<file path="src/verilog/sncfg_pkg.sv">
package sncfg_pkg;
    // -----------------------------------------------------------
    // Register numbers on the configuration port
    // -----------------------------------------------------------
    localparam logic [7:0] REG_IDENT = 8'h00;
    localparam logic [7:0] REG_DESC = 8'h01;
    localparam logic [7:0] REG_SWCFG = 8'h04;
    localparam logic [7:0] REG_NODE = 8'h05;
    localparam logic [7:0] REG_PLL = 8'h06;
    localparam logic [7:0] REG_SWDIV = 8'h07;
    localparam logic [7:0] REG_REFDIV = 8'h08;
    localparam logic [7:0] REG_DIRLO = 8'h0c;
    localparam logic [7:0] REG_DIRHI = 8'h0d;
    // -----------------------------------------------------------
    // Field positions
    // -----------------------------------------------------------
    localparam int LOCK_ALL_BIT = 31;
    localparam int LOCK_PLL_BIT = 8;
    localparam int HDR_BIT = 0;
    localparam int OD_LSB = 23;
    localparam int OD_MSB = 25;
    localparam int FB_LSB = 8;
    localparam int FB_MSB = 20;
    localparam int IN_LSB = 0;
    localparam int IN_MSB = 6;
    localparam int DIV_W = 16;
    localparam int NODE_W = 16;
    // -----------------------------------------------------------
    // Reset values
    // -----------------------------------------------------------
    localparam logic [15:0] NODE_RST = 16'h0000;
    localparam logic [15:0] SWDIV_RST = 16'h0000;
    localparam logic [15:0] REFDIV_RST = 16'h0003;
    localparam logic [31:0] DIR_RST = 32'h0000_0000;
    localparam logic [31:0] ZERO_WORD = 32'h0000_0000;
    // PLL reset words per strap code {pin_b, pin_a}
    localparam logic [31:0] PLL_RST_S0 = 32'h0080_0c00;
    localparam logic [31:0] PLL_RST_S1 = 32'h0080_1800;
    localparam logic [31:0] PLL_RST_S2 = 32'h0100_0c00;
    localparam logic [31:0] PLL_RST_S3 = 32'h0100_1800;
    // -----------------------------------------------------------
    // Strap capture states
    // -----------------------------------------------------------
    typedef enum logic [0:0] {
        CAP_WAIT = 1'b0,
        CAP_DONE = 1'b1
    } cap_state_e;
endpackage : sncfg_pkg

</file>
<file path="src/verilog/switch_node_config_regs.sv">
`timescale 1ns/1ps
// Notes on behaviour
// - Ident: chip code, straps, revision, version
// - Description: links, cores, links per core
// - Lock bit 31 rejects all writes
// - Lock bit 8 blocks PLL updates
// - Bit 0 selects single-byte headers
// - Writable 16-bit node number, resets zero
// - Destination compared from most significant bit
// - PLL register write resets the tile
// - PLL fields, reset values from straps
// - Switch tick every divider plus one
// - Reference tick every divider plus one
// - Route by most significant mismatching bit
// - Low table: bits 7..0 directions
// - High table: bits 15..8 directions
module switch_node_config_regs #(
    parameter logic [7:0] CHIP_CODE = 8'h5a, // Arbitrary value
    parameter logic [7:0] REVISION = 8'h01,
    parameter logic [7:0] VERSION = 8'h01,
    parameter logic [7:0] LINK_COUNT = 8'h08,
    parameter logic [7:0] CORE_COUNT = 8'h01,
    parameter logic [7:0] LINKS_PER_CORE = 8'h04
) (
    input wire logic sys_clk,
    input wire logic rst_n,
    input wire logic clk_en,
    input wire logic boot_strap_pin_a,
    input wire logic boot_strap_pin_b,
    input wire logic cfg_req,
    input wire logic cfg_write,
    input wire logic [7:0] cfg_addr,
    input wire logic [31:0] cfg_wdata,
    output logic cfg_ack,
    output logic cfg_rejected,
    output logic [31:0] cfg_rdata,
    input wire logic route_req,
    input wire logic [15:0] route_dest,
    output logic route_valid,
    output logic route_local,
    output logic [3:0] route_dir,
    output logic header_single_byte,
    output logic [15:0] node_id,
    output logic [2:0] pll_output_divider,
    output logic [12:0] pll_feedback_mult,
    output logic [6:0] pll_input_div,
    output logic tile_reset,
    output logic switch_clk_tick,
    output logic ref_clk_tick
);
    // -----------------------------------------------------------
    // State
    // -----------------------------------------------------------
    sncfg_pkg::cap_state_e cap_reg; // Strap capture phase
    logic [1:0] strap_reg; // {pin_b, pin_a} at boot
    logic lock_all_reg; // Global write lock
    logic lock_pll_reg; // PLL write lock
    logic hdr_reg; // Header mode
    logic [15:0] node_reg; // Node number
    logic [2:0] od_reg; // PLL output divider
    logic [12:0] fb_reg; // PLL feedback ratio
    logic [6:0] in_reg; // PLL input divider
    logic [15:0] swdiv_reg; // Switch clock divider
    logic [15:0] refdiv_reg; // Reference divider
    logic [31:0] dirlo_reg; // Directions 7..0
    logic [31:0] dirhi_reg; // Directions 15..8
    logic [1:0] tick_reg; // Derived clock ticks
    // -----------------------------------------------------------
    // Helpers
    // -----------------------------------------------------------
    // Index of highest set bit; zero when none
    function automatic logic [3:0] top_bit(input logic [15:0] v);
        logic [3:0] idx;
        idx = 4'h0;
        for (int i = 0; i < 16; i++) begin
            if (v[i]) begin
                idx = 4'(i);
            end
        end
        return idx;
    endfunction : top_bit
    // PLL reset word selected by strap code
    function automatic logic [31:0] pll_rst(input logic [1:0] s);
        logic [31:0] w;
        case (s)
            2'h0: w = sncfg_pkg::PLL_RST_S0;
            2'h1: w = sncfg_pkg::PLL_RST_S1;
            2'h2: w = sncfg_pkg::PLL_RST_S2;
            default: w = sncfg_pkg::PLL_RST_S3;
        endcase
        return w;
    endfunction : pll_rst
    // -----------------------------------------------------------
    // Request decode
    // -----------------------------------------------------------
    // Requests are refused during the one capture cycle
    wire taken = clk_en && cfg_req && (cap_reg == sncfg_pkg::CAP_DONE);
    wire wr_go = taken && cfg_write;
    wire rd_go = taken && !cfg_write;
    wire a_pll = (cfg_addr == sncfg_pkg::REG_PLL);
    wire wr_ok = wr_go && !lock_all_reg;
    wire pll_ok = wr_ok && a_pll && !lock_pll_reg;
    wire rej = wr_go && (lock_all_reg || (a_pll && lock_pll_reg));
    wire w_cfg = wr_ok && (cfg_addr == sncfg_pkg::REG_SWCFG);
    wire w_node = wr_ok && (cfg_addr == sncfg_pkg::REG_NODE);
    wire w_swd = wr_ok && (cfg_addr == sncfg_pkg::REG_SWDIV);
    wire w_ref = wr_ok && (cfg_addr == sncfg_pkg::REG_REFDIV);
    wire w_dlo = wr_ok && (cfg_addr == sncfg_pkg::REG_DIRLO);
    wire w_dhi = wr_ok && (cfg_addr == sncfg_pkg::REG_DIRHI);
    wire [31:0] pll_seed = pll_rst({boot_strap_pin_b, boot_strap_pin_a});
    wire [31:0] pll_dflt = pll_rst(2'h0); // Until straps are in
    // -----------------------------------------------------------
    // Read data selection
    // -----------------------------------------------------------
    // identification word
    wire [31:0] w_ident = {CHIP_CODE, 6'h00, strap_reg, REVISION, VERSION};
    wire [31:0] w_desc = {8'h00, LINK_COUNT, CORE_COUNT, LINKS_PER_CORE};
    wire [31:0] w_cfgw = {lock_all_reg, 22'h000000, lock_pll_reg,
                          7'h00, hdr_reg};
    wire [31:0] w_pll = {6'h00, od_reg, 2'h0, fb_reg, 1'h0, in_reg};
    wire [31:0] rd_word =
        (cfg_addr == sncfg_pkg::REG_IDENT) ? w_ident :
        (cfg_addr == sncfg_pkg::REG_DESC) ? w_desc :
        (cfg_addr == sncfg_pkg::REG_SWCFG) ? w_cfgw :
        (cfg_addr == sncfg_pkg::REG_NODE) ? {16'h0000, node_reg} :
        a_pll ? w_pll :
        (cfg_addr == sncfg_pkg::REG_SWDIV) ? {16'h0000, swdiv_reg} :
        (cfg_addr == sncfg_pkg::REG_REFDIV) ? {16'h0000, refdiv_reg} :
        (cfg_addr == sncfg_pkg::REG_DIRLO) ? dirlo_reg :
        (cfg_addr == sncfg_pkg::REG_DIRHI) ? dirhi_reg :
        sncfg_pkg::ZERO_WORD;
    // -----------------------------------------------------------
    // Routing decode
    // -----------------------------------------------------------
    // compare from most significant bit
    wire [15:0] miss = route_dest ^ node_reg;
    wire [3:0] miss_idx = top_bit(miss);
    wire [63:0] dir_all = {dirhi_reg, dirlo_reg};
    wire [3:0] dir_pick = dir_all[{miss_idx, 2'b00} +: 4];
    // -----------------------------------------------------------
    // Strap capture
    // -----------------------------------------------------------
    // Straps are sampled on the first enabled edge after reset
    always_ff @(posedge sys_clk) begin
        if (!rst_n) begin
            cap_reg <= sncfg_pkg::CAP_WAIT;
            strap_reg <= 2'h0;
        end else if (clk_en && cap_reg == sncfg_pkg::CAP_WAIT) begin
            cap_reg <= sncfg_pkg::CAP_DONE;
            strap_reg <= {boot_strap_pin_b, boot_strap_pin_a};
        end
    end
    // -----------------------------------------------------------
    // Switch configuration and node number
    // -----------------------------------------------------------
    // Locks may be written off again while the global lock is clear
    always_ff @(posedge sys_clk) begin
        if (!rst_n) begin
            lock_all_reg <= 1'b0;
            lock_pll_reg <= 1'b0;
            hdr_reg <= 1'b0;
            node_reg <= sncfg_pkg::NODE_RST;
        end else if (clk_en) begin
            if (w_cfg) begin
                lock_all_reg <= cfg_wdata[sncfg_pkg::LOCK_ALL_BIT];
                lock_pll_reg <= cfg_wdata[sncfg_pkg::LOCK_PLL_BIT];
                hdr_reg <= cfg_wdata[sncfg_pkg::HDR_BIT];
            end
            if (w_node) begin
                node_reg <= cfg_wdata[sncfg_pkg::NODE_W-1:0];
            end
        end
    end
    // -----------------------------------------------------------
    // PLL settings
    // -----------------------------------------------------------
    // Reset value is only final once straps are in
    always_ff @(posedge sys_clk) begin
        if (!rst_n) begin
            od_reg <= pll_dflt[sncfg_pkg::OD_MSB:sncfg_pkg::OD_LSB];
            fb_reg <= pll_dflt[sncfg_pkg::FB_MSB:sncfg_pkg::FB_LSB];
            in_reg <= pll_dflt[sncfg_pkg::IN_MSB:sncfg_pkg::IN_LSB];
        end else if (clk_en && cap_reg == sncfg_pkg::CAP_WAIT) begin
            od_reg <= pll_seed[sncfg_pkg::OD_MSB:sncfg_pkg::OD_LSB];
            fb_reg <= pll_seed[sncfg_pkg::FB_MSB:sncfg_pkg::FB_LSB];
            in_reg <= pll_seed[sncfg_pkg::IN_MSB:sncfg_pkg::IN_LSB];
        end else if (clk_en && pll_ok) begin
            od_reg <= cfg_wdata[sncfg_pkg::OD_MSB:sncfg_pkg::OD_LSB];
            fb_reg <= cfg_wdata[sncfg_pkg::FB_MSB:sncfg_pkg::FB_LSB];
            in_reg <= cfg_wdata[sncfg_pkg::IN_MSB:sncfg_pkg::IN_LSB];
        end
    end
    // -----------------------------------------------------------
    // Dividers and direction tables
    // -----------------------------------------------------------
    always_ff @(posedge sys_clk) begin
        if (!rst_n) begin
            swdiv_reg <= sncfg_pkg::SWDIV_RST;
            refdiv_reg <= sncfg_pkg::REFDIV_RST;
            dirlo_reg <= sncfg_pkg::DIR_RST;
            dirhi_reg <= sncfg_pkg::DIR_RST;
        end else if (clk_en) begin
            if (w_swd) begin
                swdiv_reg <= cfg_wdata[sncfg_pkg::DIV_W-1:0];
            end
            if (w_ref) begin
                refdiv_reg <= cfg_wdata[sncfg_pkg::DIV_W-1:0];
            end
            if (w_dlo) begin
                dirlo_reg <= cfg_wdata;
            end
            if (w_dhi) begin
                dirhi_reg <= cfg_wdata;
            end
        end
    end
    // -----------------------------------------------------------
    // Answer path
    // -----------------------------------------------------------
    // Answer lands on the edge after the request
    always_ff @(posedge sys_clk) begin
        if (!rst_n) begin
            cfg_ack <= 1'b0;
            cfg_rejected <= 1'b0;
            cfg_rdata <= sncfg_pkg::ZERO_WORD;
            tile_reset <= 1'b0;
        end else if (clk_en) begin
            cfg_ack <= taken;
            cfg_rejected <= rej;
            cfg_rdata <= rd_go ? rd_word : sncfg_pkg::ZERO_WORD;
            tile_reset <= pll_ok;
        end
    end
    // -----------------------------------------------------------
    // Route lookup
    // -----------------------------------------------------------
    always_ff @(posedge sys_clk) begin
        if (!rst_n) begin
            route_valid <= 1'b0;
            route_local <= 1'b0;
            route_dir <= 4'h0;
        end else if (clk_en) begin
            route_valid <= route_req;
            route_local <= route_req && (miss == 16'h0000);
            route_dir <= (route_req && miss != 16'h0000) ? dir_pick : 4'h0;
        end
    end
    // -----------------------------------------------------------
    // Clock tick dividers
    // -----------------------------------------------------------
    // Ticks stand for the derived clocks; one tick per period
    for (genvar g = 0; g < 2; g++) begin : g_div
        logic [15:0] cnt_reg;
        wire [15:0] lim = (g == 0) ? swdiv_reg : refdiv_reg;
        always_ff @(posedge sys_clk) begin
            if (!rst_n) begin
                cnt_reg <= 16'h0000;
                tick_reg[g] <= 1'b0;
            end else if (clk_en) begin
                if (cnt_reg >= lim) begin
                    cnt_reg <= 16'h0000;
                    tick_reg[g] <= 1'b1;
                end else begin
                    cnt_reg <= cnt_reg + 16'h0001;
                    tick_reg[g] <= 1'b0;
                end
            end
        end
    end
    // -----------------------------------------------------------
    // Outputs
    // -----------------------------------------------------------
    assign header_single_byte = hdr_reg;
    assign node_id = node_reg;
    assign pll_output_divider = od_reg;
    assign pll_feedback_mult = fb_reg;
    assign pll_input_div = in_reg;
    assign switch_clk_tick = tick_reg[0];
    assign ref_clk_tick = tick_reg[1];
endmodule : switch_node_config_regs

</file>
<file path="config.mk">
export PLATFORM = sky130hd
export DESIGN_NAME = switch_node_config_regs
export DESIGN_NICKNAME = d
export VERILOG_FILES = /design/src/verilog/sncfg_pkg.sv /design/src/verilog/switch_node_config_regs.sv
export SDC_FILE = /design/constraint.sdc
export NUM_CORES = 1
export LEC_CHECK = 0
export BUFFER_PORTS_ARGS = -buffer_cell sky130_fd_sc_hd__buf_2
export CAP_MARGIN = 20
export CORE_AREA = 8 8 173 175
export CTS_CLUSTER_SIZE = 20
export DETAILED_ROUTE_END_ITERATION = 12
export DIE_AREA = 0 0 181 183
export HOLD_SLACK_MARGIN = 0.1
export PLACE_DENSITY = 0.63
export SYNTH_ARGS = -nofsm -noshare
export SYNTH_HDL_FRONTEND = slang
export SYNTH_SLANG_ARGS = --single-unit
</file>
<file path="constraint.sdc">
create_clock -name sys_clk -period 3.2 [get_ports sys_clk]
set_clock_uncertainty 0.15 [all_clocks]
set_input_delay 0.48 -clock sys_clk [delete_from_list [all_inputs] [get_ports sys_clk]]
set_output_delay 0.48 -clock sys_clk [all_outputs]
set_load 0.02 [all_outputs]
</file>
==> flow_metrics.py, run 1 <==
metrics = {
    "layout": {
        "fin_cells": 1806,
        "antennaDiodeCount": 0,
        "area_delta_synth_final_pct": 20.6,
        "layout-drive-gt1-share_pct": 17.1,
        "nFillCells": 2653,
        "nNetsFinal": 1540,
    },
    "clock_tree": {
        "numCtsBuffers": 24,
        "clk_latency_ns": 0.52,
        "cts_buffer_depth": 3,
        "clk_pin_slew_ns": 0.06,
        "post_cts_resized": 0,
        "root_buffer": "clkbuf_16",
        "tritoncts": "done",
        "clkSinkCount": 216,
        "cts.htree.levels": 1,
    },
    "timing": {
        "rsz0062_at_grt": "false",
        "finalSetupViolCount": 0,
        "worst_pin_slew_ns": 1.02,
        "fmax_mhz": 344,
        "period_share_pct": 90.8,
        "slew_violations": 0,
        "hold_violations": 0,
        "tns_ns": 0,
        "final.min_clock_period_ns": 2.90,
        "relSlewSlack_pct": 31.7,
    },
    "logic_synthesis": {
        "syn_area_per_cell_sq_um": 8.30,
        "syn_area_sq_mm": 0.0107,
        "synth_top_area_share_pct": 40.4,
        "ys_warn_count": 0,
        "synth.largest_area_cell": "dfxtp_1",
        "synth-main-ff-cell": "dfxtp_1",
        "synth_seq_cells": 216,
        "yosysSeqAreaShare_pct": 40.4,
        "synth_edf_count": 0,
        "synth-async-reset-ratio_pct": 0,
        "synth_nets": 1389,
        "netlist_top_cells_area": "dfxtp_1 40%, nand2_1 10%, a21boi_0 5.9%",
        "ys_types": 59,
        "syn_inst": 1291,
    },
    "setup_path": {
        "cpPeakStageDelay_ns": 0.58,
        "critPathTopFamily": "compound AO/OA/AOI/OAI gates",
        "cpMaxStageDelayCell": "a2111oi_0",
        "path_class": "flop to flop",
        "worstPathArrival_ns": 3.21,
        "endpoint_kind": "flop",
        "cp_data_required_time_ns": 3.50,
        "cp_common_cell": "a21o_1",
        "worstPathCellList": "inv_1 > ha_1 > nand2b_1 > a21o_1 > a21o_1 > a21o_1 > a21o_1 > a2111oi_0 > o211ai_1 > buf_4 > nor2_1",
        "critPathLaunchType": "flop",
        "cp_max_fo": 15,
        "cp_num_buf_inv": 2,
    },
    "die": {
        "start_util_pct": 39.2,
        "die_y_um": 183,
        "num_io_pins": 147,
        "coreArea_sq_mm": 0.0273,
        "die_area_sq_mm": 0.0331,
        "num_rows": 61,
        "die_w_um": 181,
    },
    "job": {
        "drv_cap": 0,
    },
    "route": {
        "drc": 0,
        "wl_per_cell_um": 19.9,
        "drt-total-wl_um": 35900,
        "vias": 9897,
        "first_pass_iters": 6,
        "first_iter_violations": 1240,
        "vias_per_cell": 5.48,
        "ant_nets": 0,
    },
    "grt": {
        "grt_max_degree": 85,
        "grt_pass1_vias": 9565,
        "overflow": 0,
        "grtUsageTotal_pct": 21.0,
        "antenna_found_initial": 0,
        "grt_pass1_wl_um": 56300,
    },
    "place": {
        "dp.cells": 1744,
        "io_buffer_count": 146,
        "gp_congestion": 0.908,
        "dpl.hpwl_um": 26600,
    },
    "power_and_ir_drop": {
        "leakage_nw": 5.05,
        "p_per_area_mw_per_mm2": 466,
        "vdd.ir_drop.worst_mv": 0.323,
    },
    "worst_hold_path": {
        "hold_class": "input port to flop",
    },
    "status": {
        "status": "finished, final reports clean",
    },
}
## final cells by class
type                    instances  area, sq um  share of cell area, %
clock buffers                  32          702                   5.43
clock inverters                12          141                   1.09
inverters                      35          131                   1.02
multi-input cells             960         5900                   45.7
flip-flops and latches        216         4320                   33.5
well taps                     346          433                   3.35
repair buffers                205         1280                   9.92
## tightest hold or removal path: cells and delay by family
kind	cells	cell delay (ns)
buffers and inverters	1	0.13
and+or+nand+nor	1	0.06
AOI/OAI and AO/OA	1	0.06
## report_power, final
group	leakage (nW)	internal, mW	switching (mW)
combinational	2.89	0.141	0.215
sequential	1.74	2.70	0.0138
clock	0.421	1.78	1.16
total	5.05	4.62	1.39
## layer usage
| layer | vias up | wire [um] | track usage (%) |
|---|---|---|---|
| met2 | 409 | 15900 | 33.2 |
| met1 | 4679 | 16800 | 30.1 |
| met3 | 47 | 2510 | 2.73 |
| met4 | 0 | 633 | 5.15 |
| li1 | 4762 | - | - |
| met5 | - | 0 | 0 |
## Yosys cell counts, types with 6 or more instances
cell / count
a21o_1: 19
mux2i_1: 50
buf_2: 23
nand2_1: 296
dfxtp_1: 216
xor2_1: 28
nor2_1: 66
a222oi_1: 17
nand3_1: 29
xnor2_1: 20
nand2b_1: 7
a21boi_1: 21
o21ai_0: 19
o221ai_1: 11
nor2b_1: 51
a22oi_1: 22
and3_1: 11
a21boi_0: 84
inv_1: 35
clkbuf_1: 47
o21a_1: 16
and2_1: 6
ha_1: 34
nand4_1: 12
a21oi_1: 68
## layout by cell type (no fill, tap or decap), drive strengths merged, types with 19 or more instances in the layout
| cell | synthesis | layout |
|---|---|---|
| inv | 35 | 36 |
| nor2 | 70 | 70 |
| dfxtp | 216 | 216 |
| a21oi | 69 | 69 |
| a22oi | 22 | 22 |
| a21o | 19 | 19 |
| nand3 | 29 | 29 |
| mux2i | 50 | 50 |
| clkbuf | 47 | 32 |
| nor2b | 51 | 51 |
| xnor2 | 20 | 20 |
| a21boi | 105 | 105 |
| buf | 33 | 188 |
| nand2 | 297 | 297 |
| ha | 34 | 34 |
| xor2 | 28 | 28 |
| o21ai | 23 | 23 |
## cells by family after synthesis
kind of cell	count (synthesis)	share of synthesized area [%]
mux	52	4.95
simple gates	508	21.3
flops	216	40.4
fa+ha+maj	34	3.97
buf+inv	115	4.68
compound gates	318	20.8
xor+xnor	48	3.92
## per-stage QoR
stage                     hold slack, ns  setup slack [ns]  total power [mW]  utilization (%)  instance area [sq um]
after global routing               0.123            0.0479              6.20             47.3                  12900
final                              0.109             0.295              6.01             47.3                  12900
after CTS                          0.100             0.260              6.05             47.2                  12900
after detailed placement           0.300            0.0924              3.11             43.5                  11900
after floorplan                    0.293             0.420              2.95                -                  10700
after global placement             0.297             0.127              3.11             43.5                  11900
## final timing paths
kind	from	to	slack (ns)	depth (start not counted)
worst max register to register	g_div[1].cnt_reg[0]$_SDFFE_PN0P_	g_div[1].cnt_reg[15]$_SDFFE_PN0P_	0.30	11
worst max-delay path	g_div[1].cnt_reg[0]$_SDFFE_PN0P_	g_div[1].cnt_reg[15]$_SDFFE_PN0P_	0.30	11
worst min register to register	route_dir[3]$_SDFFE_PN0P_	route_dir[3]$_SDFFE_PN0P_	0.31	2
worst min-delay path	cfg_wdata[23]	dirlo_reg[23]$_SDFFE_PN0P_	0.11	3
## timing repair
item,CTS,global route
hold endpoints to repair,35,0
setup endpoints to repair,0,0
buffers inserted,0,0
hold buffers,17,0
Note: power is estimated with default switching activity, not from simulation.
==> run 2, diff against run 1 <==
--- a/config.mk
+++ b/config.mk
@@ -13,6 +13,7 @@
 export DIE_AREA = 0 0 181 183
 export HOLD_SLACK_MARGIN = 0.1
 export PLACE_DENSITY = 0.63
+export SKIP_LAST_GASP = 1
 export SYNTH_ARGS = -nofsm -noshare
 export SYNTH_HDL_FRONTEND = slang
 export SYNTH_SLANG_ARGS = --single-unit
==> constraint.sdc (replaced) <==
create_clock -name sys_clk -period 3.13 [get_ports sys_clk]
set_clock_uncertainty 0.15 [all_clocks]
set_input_delay 0.4695 -clock sys_clk [delete_from_list [all_inputs] [get_ports sys_clk]]
set_output_delay 0.4695 -clock sys_clk [all_outputs]
set_load 0.02 [all_outputs]
==> flow_metrics.py, run 2 (synthesis results as in run 1) <==
metrics = {
    "layout": {
        "layout-drive-gt1-share_pct": 16.8,
        "nFillCells": 2714,
        "design_area_sq_mm": 0.0128,
        "final_common_cell": "nand2_1",
        "final_cell_mix": "296 x nand2_1, 216 x dfxtp_1, 145 x buf_2",
        "fin_cells": 1806,
        "area_delta_synth_final_pct": 19.9,
        "antennaDiodeCount": 0,
        "nNetsFinal": 1545,
    },
    "timing": {
        "period_share_pct": 92.2,
        "hold_violations": 0,
        "slew_violations": 0,
        "rsz0062_at_grt": "false",
        "relSlewSlack_pct": 37.3,
        "worst_pin_slew_ns": 0.937,
        "final.min_clock_period_ns": 2.89,
        "finalSetupViolCount": 0,
        "fmax_mhz": 346,
        "tns_ns": 0,
    },
    "die": {
        "num_io_pins": 147,
        "die_area_sq_mm": 0.0331,
        "num_rows": 61,
        "start_util_pct": 39.2,
        "die_y_um": 183,
        "die_w_um": 181,
        "coreArea_sq_mm": 0.0273,
    },
    "place": {
        "gp_congestion": 0.952,
        "io_buffer_count": 146,
        "dpl.hpwl_um": 26800,
        "place_area_sq_mm": 0.0119,
        "dp.cells": 1750,
    },
    "route": {
        "first_iter_violations": 1087,
        "ant_nets": 0,
        "drc": 0,
        "wl_per_cell_um": 20.3,
        "vias_per_cell": 5.60,
        "drt-total-wl_um": 36600,
        "first_pass_iters": 5,
        "vias": 10122,
    },
    "setup_path": {
        "worstPathArrival_ns": 3.18,
        "path_class": "flop to flop",
        "cp_data_required_time_ns": 3.42,
        "cp_max_fo": 15,
        "critPathLaunchType": "flop",
        "endpoint_kind": "flop",
    },
    "clock_tree": {
        "cts_buffer_depth": 3,
        "root_buffer": "clkbuf_16",
        "clk_latency_ns": 0.52,
        "tritoncts": "done",
        "clkSinkCount": 216,
        "numCtsBuffers": 24,
        "cts.htree.levels": 1,
        "clk_pin_slew_ns": 0.06,
    },
    "grt": {
        "grtUsageTotal_pct": 21.3,
        "grt_pass1_wl_um": 56900,
        "antenna_found_initial": 0,
        "grt_pass1_vias": 9760,
        "grt_max_degree": 42,
        "overflow": 0,
    },
    "power_and_ir_drop": {
        "leakage_nw": 5.00,
        "vdd.ir_drop.worst_mv": 0.381,
        "p_per_area_mw_per_mm2": 455,
    },
    "job": {
        "drv_cap": 0,
    },
    "status": {
        "status": "finished, final reports clean",
    },
    "worst_hold_path": {
        "hold_class": "input port to flop",
    },
}
## run 2: cell count changes in the layout (fill, tap and decap cells not counted), sizes merged
cell	previous run	this run
bufinv	3	0
clkinvlp	1	2
clkinv	7	1
dlygate4sd3	17	16
clkbuf	32	35
buf	188	194
## run 2: critical path, stage by stage (launching register included)
cell       delay, ns
dfxtp_1         0.41
inv_1           0.08
ha_1            0.28
nand2b_1        0.14
a21o_1          0.18
a21o_1          0.16
a21o_1          0.17
a21o_1          0.17
a2111oi_0       0.56
o211ai_1        0.18
buf_4           0.22
nor2_1          0.12
## run 2: what timing repair did
item | 4_1_cts | 5_1_grt
gates resized for setup | 0 | 0
buffers inserted | 0 | 0
endpoints found under the hold margin | 34 | 0
hold buffers | 16 | 0
endpoints found under the setup margin | 0 | 0
## run 2: routing by layer
layer	share of wire (%)	global-route usage (%)
met5	0	0
met4	1.9	4.66
met3	7.6	3.11
met2	44	33.7
met1	46	30.4
## run 2: stage by stage
| step | hold slack (ns) | util [%] | setup WS (ns) | total power, mW |
|---|---|---|---|---|
| final | 0.113 | 47.0 | 0.244 | 5.84 |
| after global routing | 0.118 | 47.0 | 0.0774 | 6.01 |
| after CTS | 0.102 | 47.0 | 0.234 | 5.87 |
| after detailed placement | 0.309 | 43.7 | 0.147 | 3.18 |
| after global placement | 0.306 | 43.7 | 0.172 | 3.18 |
| after floorplan | 0.293 | - | 0.361 | 3.02 |
## run 2: cell type report
cell class | instances | area [sq um] | share of cell area [%]
sequential | 216 | 4320 | 33.7
clock inverter | 4 | 31.3 | 0.244
tap | 346 | 433 | 3.37
clock buffer | 35 | 703 | 5.48
timing repair buffer | 210 | 1320 | 10.3
multi-input combinational | 960 | 5900 | 46.0
inverter | 35 | 131 | 1.02
## run 2: where the power goes
| group | internal [mW] | total (mW) | switching [mW] | leakage, nW |
|---|---|---|---|---|
| clock network | 1.55 | 2.69 | 1.14 | 0.354 |
| registers | 2.76 | 2.78 | 0.0141 | 1.74 |
| logic | 0.144 | 0.368 | 0.225 | 2.91 |
| total | 4.46 | 5.84 | 1.38 | 5.00 |
## run 2: final timing paths
kind	from	endpoint	slack [ns]	depth (start not counted)
max reg2reg	g_div[1].cnt_reg[0]$_SDFFE_PN0P_	g_div[1].cnt_reg[9]$_SDFFE_PN0P_	0.24	11
min	cfg_wdata[17]	pll_feedback_mult[9]$_SDFFE_PN0P_	0.11	3
max	g_div[1].cnt_reg[0]$_SDFFE_PN0P_	g_div[1].cnt_reg[9]$_SDFFE_PN0P_	0.24	11
min reg2reg	route_dir[3]$_SDFFE_PN0P_	route_dir[3]$_SDFFE_PN0P_	0.32	2
==> run 3, diff against run 2 <==
--- a/config.mk
+++ b/config.mk
@@ -7,10 +7,10 @@
 export LEC_CHECK = 0
 export BUFFER_PORTS_ARGS = -buffer_cell sky130_fd_sc_hd__buf_2
 export CAP_MARGIN = 20
-export CORE_AREA = 8 8 173 175
+export CORE_AREA = 3 3 168 170
 export CTS_CLUSTER_SIZE = 20
 export DETAILED_ROUTE_END_ITERATION = 12
-export DIE_AREA = 0 0 181 183
+export DIE_AREA = 0 0 171 173
 export HOLD_SLACK_MARGIN = 0.1
 export PLACE_DENSITY = 0.63
 export SKIP_LAST_GASP = 1
==> flow_metrics.py, run 3 (synthesis results as in run 1) <==
metrics = {
    "status": {
        "status": "finished, final reports clean",
    },
    "route": {
        "drc": 0,
        "ant_nets": 0,
        "vias": 9878,
        "drt-total-wl_um": 35700,
        "wl_per_cell_um": 19.9,
        "first_iter_violations": 856,
        "vias_per_cell": 5.50,
        "first_pass_iters": 7,
    },
    "power_and_ir_drop": {
        "leakage_nw": 5.00,
        "p_per_area_mw_per_mm2": 456,
        "vdd.ir_drop.worst_mv": 0.393,
    },
    "setup_path": {
        "cpMaxStageDelayCell": "a2111oi_0",
        "path_class": "flop to flop",
        "cp_common_cell": "a21o_1",
        "endpoint_kind": "flop",
        "worstPathArrival_ns": 3.15,
        "cpPeakStageDelay_ns": 0.52,
        "cp_max_fo": 15,
        "worstPathCellList": "inv_1 > ha_1 > nand2b_1 > a21o_1 > a21o_1 > a21o_1 > a21o_1 > a2111oi_0 > o211ai_1 > buf_4 > nor2_1",
        "cp_data_required_time_ns": 3.44,
        "critPathLaunchType": "flop",
    },
    "place": {
        "dpl.hpwl_um": 25900,
        "io_buffer_count": 146,
        "gp_congestion": 0.961,
        "dp_slack_ns": 0.0561,
    },
    "timing": {
        "period_share_pct": 90.7,
        "rsz0062_at_grt": "false",
        "relSlewSlack_pct": 36.3,
        "fmax_mhz": 352,
        "final.min_clock_period_ns": 2.84,
        "layout_setup_ws_ns": 0.290,
        "hold_violations": 0,
        "slew_violations": 0,
        "tns_ns": 0,
        "worst_pin_slew_ns": 0.951,
        "finalSetupViolCount": 0,
    },
    "layout": {
        "layout-drive-gt1-share_pct": 16.8,
        "final_common_cell": "nand2_1",
        "nNetsFinal": 1538,
        "final_cell_mix": "296 x nand2_1, 216 x dfxtp_1, 145 x buf_2",
        "area_delta_synth_final_pct": 19.7,
    },
    "die": {
        "num_io_pins": 147,
        "start_util_pct": 39.9,
        "die_w_um": 171,
        "num_rows": 60,
        "die_y_um": 173,
        "die_area_sq_mm": 0.0296,
        "coreArea_sq_mm": 0.0269,
    },
    "grt": {
        "overflow": 0,
        "antenna_found_initial": 1,
        "grt_pass1_vias": 9409,
        "grtUsageTotal_pct": 23.5,
        "grt_max_degree": 108,
        "grt_pass1_wl_um": 55300,
    },
    "clock_tree": {
        "tritoncts": "done",
        "clkSinkCount": 216,
        "clk_latency_ns": 0.53,
        "cts_buffer_depth": 3,
        "clk_pin_slew_ns": 0.06,
        "cts.htree.levels": 1,
        "root_buffer": "clkbuf_16",
        "numCtsBuffers": 24,
    },
    "job": {
        "drv_cap": 0,
    },
    "worst_hold_path": {
        "hold_class": "input port to flop",
    },
}
## run 3: cell count changes in the layout (fill, tap and decap cells not counted), moves of 2 or more
cell | before | now
buf_4 | 44 | 36
buf_12 | 5 | 7
clkinv_2 | 1 | 5
clkbuf_1 | 6 | 4
clkbuf_8 | 4 | 6
## run 3: final timing paths
check                                         from                                 to  slack, ns  depth (start not counted)
setup reg to reg  g_div[0].cnt_reg[0]$_SDFFE_PN0P_  g_div[0].cnt_reg[11]$_SDFFE_PN0P_       0.29                         11
hold / removal                    boot_strap_pin_b          strap_reg[1]$_SDFFE_PN0P_       0.11                          3
hold reg to reg         dirhi_reg[22]$_SDFFE_PN0P_         dirhi_reg[22]$_SDFFE_PN0P_       0.32                          2
setup / recovery  g_div[0].cnt_reg[0]$_SDFFE_PN0P_  g_div[0].cnt_reg[11]$_SDFFE_PN0P_       0.29                         11
## run 3: cell type report
cell class              instances  area [sq um]
well taps                     341           427
inverters                      35           131
flip-flops and latches        216          4320
repair buffers                203          1290
diodes                          1          2.50
clock buffers                  34           698
multi-input cells             960          5900
clock inverters                 7          48.8
fillers                      2637         14100
## run 3: worst max-delay path, delay by kind of cell (launching register included)
family / cells / cell delay (ns)
adders and majority gates: 1 / 0.28
and+or+nand+nor: 2 / 0.26
AOI/OAI and AO/OA: 6 / 1.36
DFF: 1 / 0.43
buffers and inverters: 2 / 0.29
## run 3: metal layers
layer / track usage, % / vias up / routed length, um
li1: - / 4741 / -
met1: 34.0 / 4699 / 15800
met2: 36.1 / 381 / 16000
met3: 3.98 / 57 / 2960
met4: 6.54 / 0 / 986
met5: 0 / - / 0
## run 3: power by group
| group | internal, mW | switching [mW] | total [mW] |
|---|---|---|---|
| sequential | 2.76 | 0.0119 | 2.77 |
| clock | 1.55 | 1.15 | 2.70 |
| combinational | 0.143 | 0.224 | 0.367 |
| total | 4.45 | 1.39 | 5.84 |
## run 3: through the flow
step	area (sq um)	hold WS (ns)	instances	utilization (%)	total power [mW]
final	12800	0.112	1797	47.7	5.84
after global routing	12800	0.125	1797	47.7	6.03
after CTS	12800	0.102	1795	47.7	5.88
after detailed placement	11900	0.312	1739	44.3	3.18
after global placement	11900	0.309	1739	44.3	3.18
after floorplan	10700	0.293	1291	-	3.02
## run 3: repair_timing
| action | in CTS | in global routing |
|---|---|---|
| hold buffers | 15 | 0 |
| setup buffers | 0 | 0 |
| resized for setup | 0 | 0 |
| hold endpoints to repair | 33 | 0 |
